<file path="src/design/fpc_regs.svh">
// Register map, field positions and key values of the flash program control
// Assumes a 32-bit register port with word-aligned byte offsets
`ifndef FPC_REGS_SVH
`define FPC_REGS_SVH

// ----------------------------------------------------------------------------
// Offsets
// ----------------------------------------------------------------------------
`define FPC_OFF_CTRL    8'h00
`define FPC_OFF_UNLOCK  8'h04
`define FPC_OFF_TADDR   8'h08
`define FPC_OFF_ISTAT   8'h0C
`define FPC_OFF_IMASK   8'h10

// ----------------------------------------------------------------------------
// Control fields
// ----------------------------------------------------------------------------
`define FPC_BIT_START   15
`define FPC_BIT_GATE    14
`define FPC_BIT_FAIL    13
`define FPC_BIT_LVERR   12
`define FPC_BIT_LVACT   11
`define FPC_OP_HI       3
`define FPC_OP_LO       0

// ----------------------------------------------------------------------------
// Operation codes, unlock keys, interrupt bits
// ----------------------------------------------------------------------------
`define FPC_OP_CLEAR    4'h0
`define FPC_OP_WORD     4'h1
`define FPC_OP_ROW      4'h3
`define FPC_OP_PAGE     4'h4
`define FPC_OP_ARRAY    4'h5
`define FPC_KEY1        32'hAA99_6655
`define FPC_KEY2        32'h5566_99AA
`define FPC_IRQ_DONE    0
`define FPC_IRQ_FAIL    1
`define FPC_IRQ_LVERR   2
`define FPC_IRQ_W       3

`endif

</file>
<file path="src/design/fpc_pkg.sv">
// Types shared by the flash program control
// Assumes fpc_regs.svh for the numeric constants
package fpc_pkg;
  typedef enum logic {FPC_IDLE, FPC_RUN} fpc_state_t;
  typedef logic [3:0]  fpc_op_t;
  typedef logic [7:0]  fpc_addr_t;
  typedef logic [31:0] fpc_word_t;
endpackage

</file>
<file path="src/design/fpc_ctrl.sv">
// Flash program control: register port, unlock, sequencing, flags, interrupt
// Assumes an on-chip flash array on CLK_SYS and an asynchronous detector level
`timescale 1ns/1ps
`default_nettype none
`include "fpc_regs.svh"

module fpc_ctrl #(
  parameter int TADDR_W = 32
) (
  // Clock and resets
  input  wire logic              CLK_SYS,
  input  wire logic              RST,
  input  wire logic              POR_RST,
  // Register port
  input  wire fpc_pkg::fpc_addr_t ADDR,
  input  wire fpc_pkg::fpc_word_t WR_DATA,
  input  wire logic              WR_EN,
  input  wire logic              RD_EN,
  output logic [31:0]            RD_DATA,
  // Flash array
  output logic                   FLASH_REQ,
  output fpc_pkg::fpc_op_t       FLASH_OP,
  output logic [TADDR_W-1:0]     FLASH_ADDR,
  input  wire logic              FLASH_DONE,
  input  wire logic              FLASH_FAIL,
  input  wire logic              WP_TARGET,
  input  wire logic              WP_ANY,
  // Low-voltage detector
  output logic                   LVD_EN,
  input  wire logic              LVD_LOW,
  // Interrupt
  output logic                   IRQ
);
  import fpc_pkg::*;

  // --------------------------------------------------------------------------
  // State
  // --------------------------------------------------------------------------
  fpc_state_t         st_ff;
  logic               start_ff;
  logic               gate_ff;
  logic               fail_ff;
  logic               lverr_ff;
  logic               lvact_ff;
  fpc_op_t            op_ff;
  logic [TADDR_W-1:0] taddr_ff;
  logic               key1_ff;
  logic               unlocked_ff;
  logic               lvd_s1_ff;
  logic               lvd_s2_ff;
  logic [`FPC_IRQ_W-1:0] istat_ff;
  logic [`FPC_IRQ_W-1:0] imask_ff;
  logic               req_ff;
  logic [31:0]        rd_ff;
  logic               irq_ff;

  // --------------------------------------------------------------------------
  // Decode
  // --------------------------------------------------------------------------
  function automatic logic op_real(input fpc_op_t op);
    op_real = (op == `FPC_OP_WORD) || (op == `FPC_OP_ROW) ||
              (op == `FPC_OP_PAGE) || (op == `FPC_OP_ARRAY);
  endfunction

  function automatic logic hit(input fpc_addr_t a, input fpc_addr_t off);
    hit = (a == off);
  endfunction

  logic wr_ctrl;
  logic start_req;
  logic protect;
  logic launch;
  logic op_done;
  logic low_now;
  logic run_fail;
  logic [`FPC_IRQ_W-1:0] ev;

  assign wr_ctrl   = WR_EN && hit(ADDR, `FPC_OFF_CTRL);
  assign start_req = wr_ctrl && WR_DATA[`FPC_BIT_START] && gate_ff &&
                     unlocked_ff && !start_ff;
  assign protect   = (op_ff == `FPC_OP_ARRAY) ? WP_ANY : WP_TARGET;
  assign launch    = start_req && op_real(op_ff) && !protect;
  assign op_done   = start_ff &&
                     ((st_ff == FPC_IDLE) || FLASH_DONE);
  assign low_now   = gate_ff && lvd_s2_ff;
  assign run_fail  = (st_ff == FPC_RUN) && FLASH_DONE &&
                     (FLASH_FAIL || low_now);
  assign ev[`FPC_IRQ_DONE]  = op_done;
  assign ev[`FPC_IRQ_FAIL]  = run_fail ||
                              (start_req && op_real(op_ff) && protect);
  assign ev[`FPC_IRQ_LVERR] = low_now && !lverr_ff;

  // --------------------------------------------------------------------------
  // Detector level synchroniser
  // --------------------------------------------------------------------------
  always_ff @(posedge CLK_SYS) begin
    if (POR_RST) begin
      lvd_s1_ff <= 1'b0;
      lvd_s2_ff <= 1'b0;
    end else begin
      lvd_s1_ff <= LVD_LOW;
      lvd_s2_ff <= lvd_s1_ff;
    end
  end

  // --------------------------------------------------------------------------
  // Unlock sequence: next write after the two keys must be the start
  // --------------------------------------------------------------------------
  always_ff @(posedge CLK_SYS) begin
    if (POR_RST || RST) begin
      key1_ff     <= 1'b0;
      unlocked_ff <= 1'b0;
    end else if (WR_EN) begin
      key1_ff     <= hit(ADDR, `FPC_OFF_UNLOCK) && (WR_DATA == `FPC_KEY1);
      unlocked_ff <= hit(ADDR, `FPC_OFF_UNLOCK) && key1_ff &&
                     (WR_DATA == `FPC_KEY2);
    end
  end

  // --------------------------------------------------------------------------
  // Write gate, operation select, target address
  // --------------------------------------------------------------------------
  always_ff @(posedge CLK_SYS) begin
    if (POR_RST || RST) begin
      gate_ff <= 1'b0;
    end else if (wr_ctrl) begin
      gate_ff <= WR_DATA[`FPC_BIT_GATE];
    end
  end

  always_ff @(posedge CLK_SYS) begin
    if (POR_RST) begin
      op_ff    <= `FPC_OP_CLEAR;
      taddr_ff <= '0;
    end else begin
      if (wr_ctrl && !gate_ff) begin
        op_ff <= WR_DATA[`FPC_OP_HI:`FPC_OP_LO];
      end
      if (WR_EN && hit(ADDR, `FPC_OFF_TADDR) && !start_ff) begin
        taddr_ff <= WR_DATA[TADDR_W-1:0];
      end
    end
  end

  // --------------------------------------------------------------------------
  // Sequencer
  // --------------------------------------------------------------------------
  always_ff @(posedge CLK_SYS) begin
    if (POR_RST) begin
      st_ff    <= FPC_IDLE;
      start_ff <= 1'b0;
      req_ff   <= 1'b0;
    end else begin
      req_ff <= launch;
      if (start_req) begin
        start_ff <= 1'b1;
      end else if (op_done) begin
        start_ff <= 1'b0;
      end
      unique case (st_ff)
        FPC_IDLE: begin
          if (launch) begin
            st_ff <= FPC_RUN;
          end
        end
        FPC_RUN: begin
          if (FLASH_DONE) begin
            st_ff <= FPC_IDLE;
          end
        end
      endcase
    end
  end

  // --------------------------------------------------------------------------
  // Status flags
  // --------------------------------------------------------------------------
  always_ff @(posedge CLK_SYS) begin
    if (POR_RST) begin
      fail_ff <= 1'b0;
    end else if (start_req && op_ff == `FPC_OP_CLEAR) begin
      fail_ff <= 1'b0;
    end else if (start_req && op_real(op_ff)) begin
      fail_ff <= protect;
    end else if (st_ff == FPC_RUN && FLASH_DONE) begin
      fail_ff <= run_fail;
    end
  end

  always_ff @(posedge CLK_SYS) begin
    if (POR_RST) begin
      lverr_ff <= 1'b0;
      lvact_ff <= 1'b0;
    end else begin
      if (low_now) begin
        lverr_ff <= 1'b1;
      end else if (start_req && op_ff == `FPC_OP_CLEAR) begin
        lverr_ff <= 1'b0;
      end
      lvact_ff <= low_now &&
                  !(start_req && op_ff == `FPC_OP_CLEAR);
    end
  end

  // --------------------------------------------------------------------------
  // Interrupt status and mask
  // --------------------------------------------------------------------------
  always_ff @(posedge CLK_SYS) begin
    if (POR_RST || RST) begin
      istat_ff <= '0;
      imask_ff <= '0;
    end else begin
      if (WR_EN && hit(ADDR, `FPC_OFF_ISTAT)) begin
        istat_ff <= (istat_ff & ~WR_DATA[`FPC_IRQ_W-1:0]) | ev;
      end else begin
        istat_ff <= istat_ff | ev;
      end
      if (WR_EN && hit(ADDR, `FPC_OFF_IMASK)) begin
        imask_ff <= WR_DATA[`FPC_IRQ_W-1:0];
      end
    end
  end

  always_ff @(posedge CLK_SYS) begin
    if (POR_RST || RST) begin
      irq_ff <= 1'b0;
    end else begin
      irq_ff <= |(istat_ff & imask_ff);
    end
  end

  // --------------------------------------------------------------------------
  // Read port
  // --------------------------------------------------------------------------
  logic [31:0] rd_mux;

  always_comb begin
    rd_mux = 32'h0000_0000;
    if (hit(ADDR, `FPC_OFF_CTRL)) begin
      rd_mux[`FPC_BIT_START]          = start_ff;
      rd_mux[`FPC_BIT_GATE]           = gate_ff;
      rd_mux[`FPC_BIT_FAIL]           = fail_ff;
      rd_mux[`FPC_BIT_LVERR]          = lverr_ff;
      rd_mux[`FPC_BIT_LVACT]          = lvact_ff;
      rd_mux[`FPC_OP_HI:`FPC_OP_LO]   = op_ff;
    end else if (hit(ADDR, `FPC_OFF_TADDR)) begin
      rd_mux[TADDR_W-1:0] = taddr_ff;
    end else if (hit(ADDR, `FPC_OFF_ISTAT)) begin
      rd_mux[`FPC_IRQ_W-1:0] = istat_ff;
    end else if (hit(ADDR, `FPC_OFF_IMASK)) begin
      rd_mux[`FPC_IRQ_W-1:0] = imask_ff;
    end
  end

  always_ff @(posedge CLK_SYS) begin
    if (POR_RST || RST) begin
      rd_ff <= 32'h0000_0000;
    end else if (RD_EN) begin
      rd_ff <= rd_mux;
    end else begin
      rd_ff <= 32'h0000_0000;
    end
  end

  assign RD_DATA    = rd_ff;
  assign FLASH_REQ  = req_ff;
  assign FLASH_OP   = op_ff;
  assign FLASH_ADDR = taddr_ff;
  assign LVD_EN     = gate_ff;
  assign IRQ        = irq_ff;
endmodule

`default_nettype wire

</file>
<file path="config.mk">
export PLATFORM = sky130hd
export DESIGN_NAME = fpc_ctrl
export DESIGN_NICKNAME = d
export VERILOG_FILES = /design/src/design/fpc_pkg.sv /design/src/design/fpc_ctrl.sv
export VERILOG_INCLUDE_DIRS = /design/src /design/src/design
export SDC_FILE = /design/constraint.sdc
export NUM_CORES = 1
export LEC_CHECK = 0
export CAP_MARGIN = 0
export CORE_MARGIN = 1
export CORE_UTILIZATION = 30
export DETAILED_ROUTE_END_ITERATION = 10
export DONT_BUFFER_PORTS = 1
export SLEW_MARGIN = 20
export SYNTH_ARGS = -nofsm -noshare
export SYNTH_HDL_FRONTEND = slang
export SYNTH_SLANG_ARGS = --single-unit
</file>
<file path="constraint.sdc">
create_clock -name CLK_SYS -period 1.9 [get_ports CLK_SYS]
set_input_delay 0.095 -clock CLK_SYS [delete_from_list [all_inputs] [get_ports CLK_SYS]]
set_output_delay 0.095 -clock CLK_SYS [all_outputs]
set_load 0.03 [all_outputs]
</file>
==> impl_metrics.toml <==
[synth]
synth_mux_area_share_pct = 3.03
synthTopCellsByCount = "dfxtp_1, nand2_1, a21oi_1, and2_1, nor2_1"
yosys.area.top_type = "dfxtp_1"
ys.flop_type = "dfxtp_1"
ys_types = 46
synth_xor_area_share_pct = 0
synth_edf_count = 0
synth_seq_area_share_pct = 51.6
synth.ff_latch_count = 86
synth_cells = 364
synth_nets = 414
synth_fa_ha_area_share_pct = 0
synth_compound_area_share_pct = 12.4
avgSynthCellArea_um2 = 9.17
yosysWarnings = 0
synthSimpleGateAreaFrac_pct = 30.4
syn_area_um2 = 3340
yosys.cell_count.top_type = "dfxtp_1"
synth_top_family_by_area = "simple AND/OR/NAND/NOR gates"
synth_top_cell_area_share_pct = 51.6
synth_top_cells_by_area = "dfxtp_1, nand2_1, a21oi_1"
ys_async_sr_fraction_pct = 0

[sta]
rsz0062_at_grt = "false"
fin_skew_ps = 19.8
slew_headroom_pct = 64.2
finalHoldViolations = 0
worstMarginPinSlew_ps = 524
period_minus_slack_ps = 1700
finalMaxSlewViolations = 0
period_share_pct = 89.4
report.final.setup_viol = 0
clock.fmax_mhz = 588
fin_setup_tns_ps = 0

[route]
routedWlPerCell_um = 18.9
vias = 2904
post-route-drc-count = 0
first_pass_iters = 5
wl_um = 10600
ant_nets = 0
drt-vias-per-instance = 5.19
first_iter_violations = 255

[cells_and_area]
drive_above_1_share_pct = 8.83
fillCellCount = 1067
final_cells = 559
seq_area_um2 = 1720
area_growth_pct = 25.8
multi_input_area_um2 = 1540
diodes = 0
final_nets = 464

[clock_network]
cts.sinks = 86
cts_inserted_buffers = 9
clock_latency_ps = 380
cts_root_buf = "clkbuf_8"
clk_pin_slew_ps = 110
cts_tree = "built"
htree_levels = 3
clock_path_buffers = 2
cts.repair.resized = 0

[worst_setup_path]
crit_chain = "dlygate4sd3_1 -> nor4b_1 -> nand4_1 -> o31ai_1 -> dlygate4sd3_1"
start_kind = "primary input"
crit_required_ps = 2230
r2r_slack_ps = 250
end_kind = "flop"
cp.arrival_ps = 2030
rr_worst_depth = 4
slowest_delay_ps = 580
cp_max_fo = 3
critPathSlowestCell = "dlygate4sd3_1"
cpMostUsedCell = "dlygate4sd3_1"
worstSetupPathType = "primary input to flop"

[die]
start_util_pct = 30.8
die_x_um = 108
io_pins = 121
die_h_um = 108
core_um2 = 10800
fp.dieArea_um2 = 11600
rows = 38

[global_routing]
grt-ovfl-total = 0
use_met3_pct = 7.51
grtUsageMet2_pct = 29.9
grt_pass1_wl_um = 16300
antenna_found_initial = 0
grt_pass1_vias = 2915
grt_start_max_net_pins = 47
track_usage_pct = 18.8
busiest_layer = "met2"
grt_use_met1_pct = 22.6

[placement]
dp_hpwl_um = 6900
port_buffers = 0
gp_congestion = 0.859
dpl.cell_count = 497

[pwr]
total_power_uw = 3240
peakVddDrop_v = 0.000294
p_leak_uw = 0.00143
p_per_area_nw_per_um2 = 772

[worst_hold_path]
min_path_cells = 2
min_path_type = "primary input to flop"

[run_status]
outcome = "finished clean"

[job]
cap_violations = 0
-- layer usage --
layer  part of all wire [%]  vias up
li1                       -     1377
met1                     41     1360
met2                     46      153
met3                     11       14
met4                    1.8        0
met5                      0        -
-- critical path, delay by kind of cell --
kind	cells	cell delay, ps
compound gates	1	200
buf+inv	2	1150
simple gates	2	580
-- power breakdown --
group	leakage [uW]	switching (uW)	total (uW)	internal (uW)
clock	0.0000939	729	1260	530
sequential	0.000693	3.04	1810	1800
combinational	0.000644	82.5	178	95.2
-- cell families (layout without fill, tap and decap cells) --
| group | after synthesis | after routing |
|---|---|---|
| simple gates | 179 | 179 |
| compound gates | 68 | 68 |
| flops | 86 | 86 |
| buf+inv | 21 | 76 |
| mux | 10 | 10 |
-- final timing paths --
check	start	end
worst max-delay path	WR_DATA[11]	key1_ff$_SDFFE_PP0P_
worst min-delay path	POR_RST	istat_ff[1]$_SDFF_PP0_
worst max register to register	FLASH_OP[3]$_SDFFE_PP0P_	istat_ff[1]$_SDFF_PP0_
worst min register to register	lvd_s1_ff$_SDFF_PP0_	lvd_s2_ff$_SDFF_PP0_
-- sequential cells by signal (all words and copies together), names as in the netlist, 3 cells and up --
signal	count
FLASH_ADDR	32
RD_DATA	32
FLASH_OP	4
imask_ff	3
istat_ff	3
-- placed cells by master (no fill, tap or decap), types with 4 or more instances in the layout --
cell type	n
nand3_1	4
nor2b_1	6
nor2_1	19
nand4_1	5
nor4b_1	4
nor3_1	4
nand2b_1	8
a22oi_1	6
dfxtp_1	86
mux2i_1	9
nor4_4	4
nand2_1	74
clkbuf_8	10
dlygate4sd3_1	45
buf_4	10
and2_1	24
nor4bb_1	9
a21oi_1	42
-- final cells by class --
type / instances / area share, %
timing repair buffer: 57 / 13.5
inverter: 3 / 0.268
multi-input combinational: 257 / 36.6
tap: 140 / 4.17
clock inverter: 6 / 1.22
clock buffer: 10 / 3.28
sequential: 86 / 41.0
-- repair_timing --
item,in CTS,in global routing
setup buffers,0,0
hold endpoints to repair,55,2
hold buffers,44,2
-- metrics by stage --
stage / setup WS [ps] / hold slack [ps] / util, % / instance area [um^2]
2_1_floorplan: 164 / 194 / - / 3340
3_3_place_gp: 328 / 171 / 32.7 / 3540
3_5_place_dp: 300 / 171 / 32.7 / 3540
4_1_cts: 206 / 1.04 / 38.6 / 4180
5_1_grt: 55.1 / 5.56 / 38.8 / 4200
6_report: 201 / 19.0 / 38.8 / 4200
Note: power is estimated with default switching activity, not from simulation.
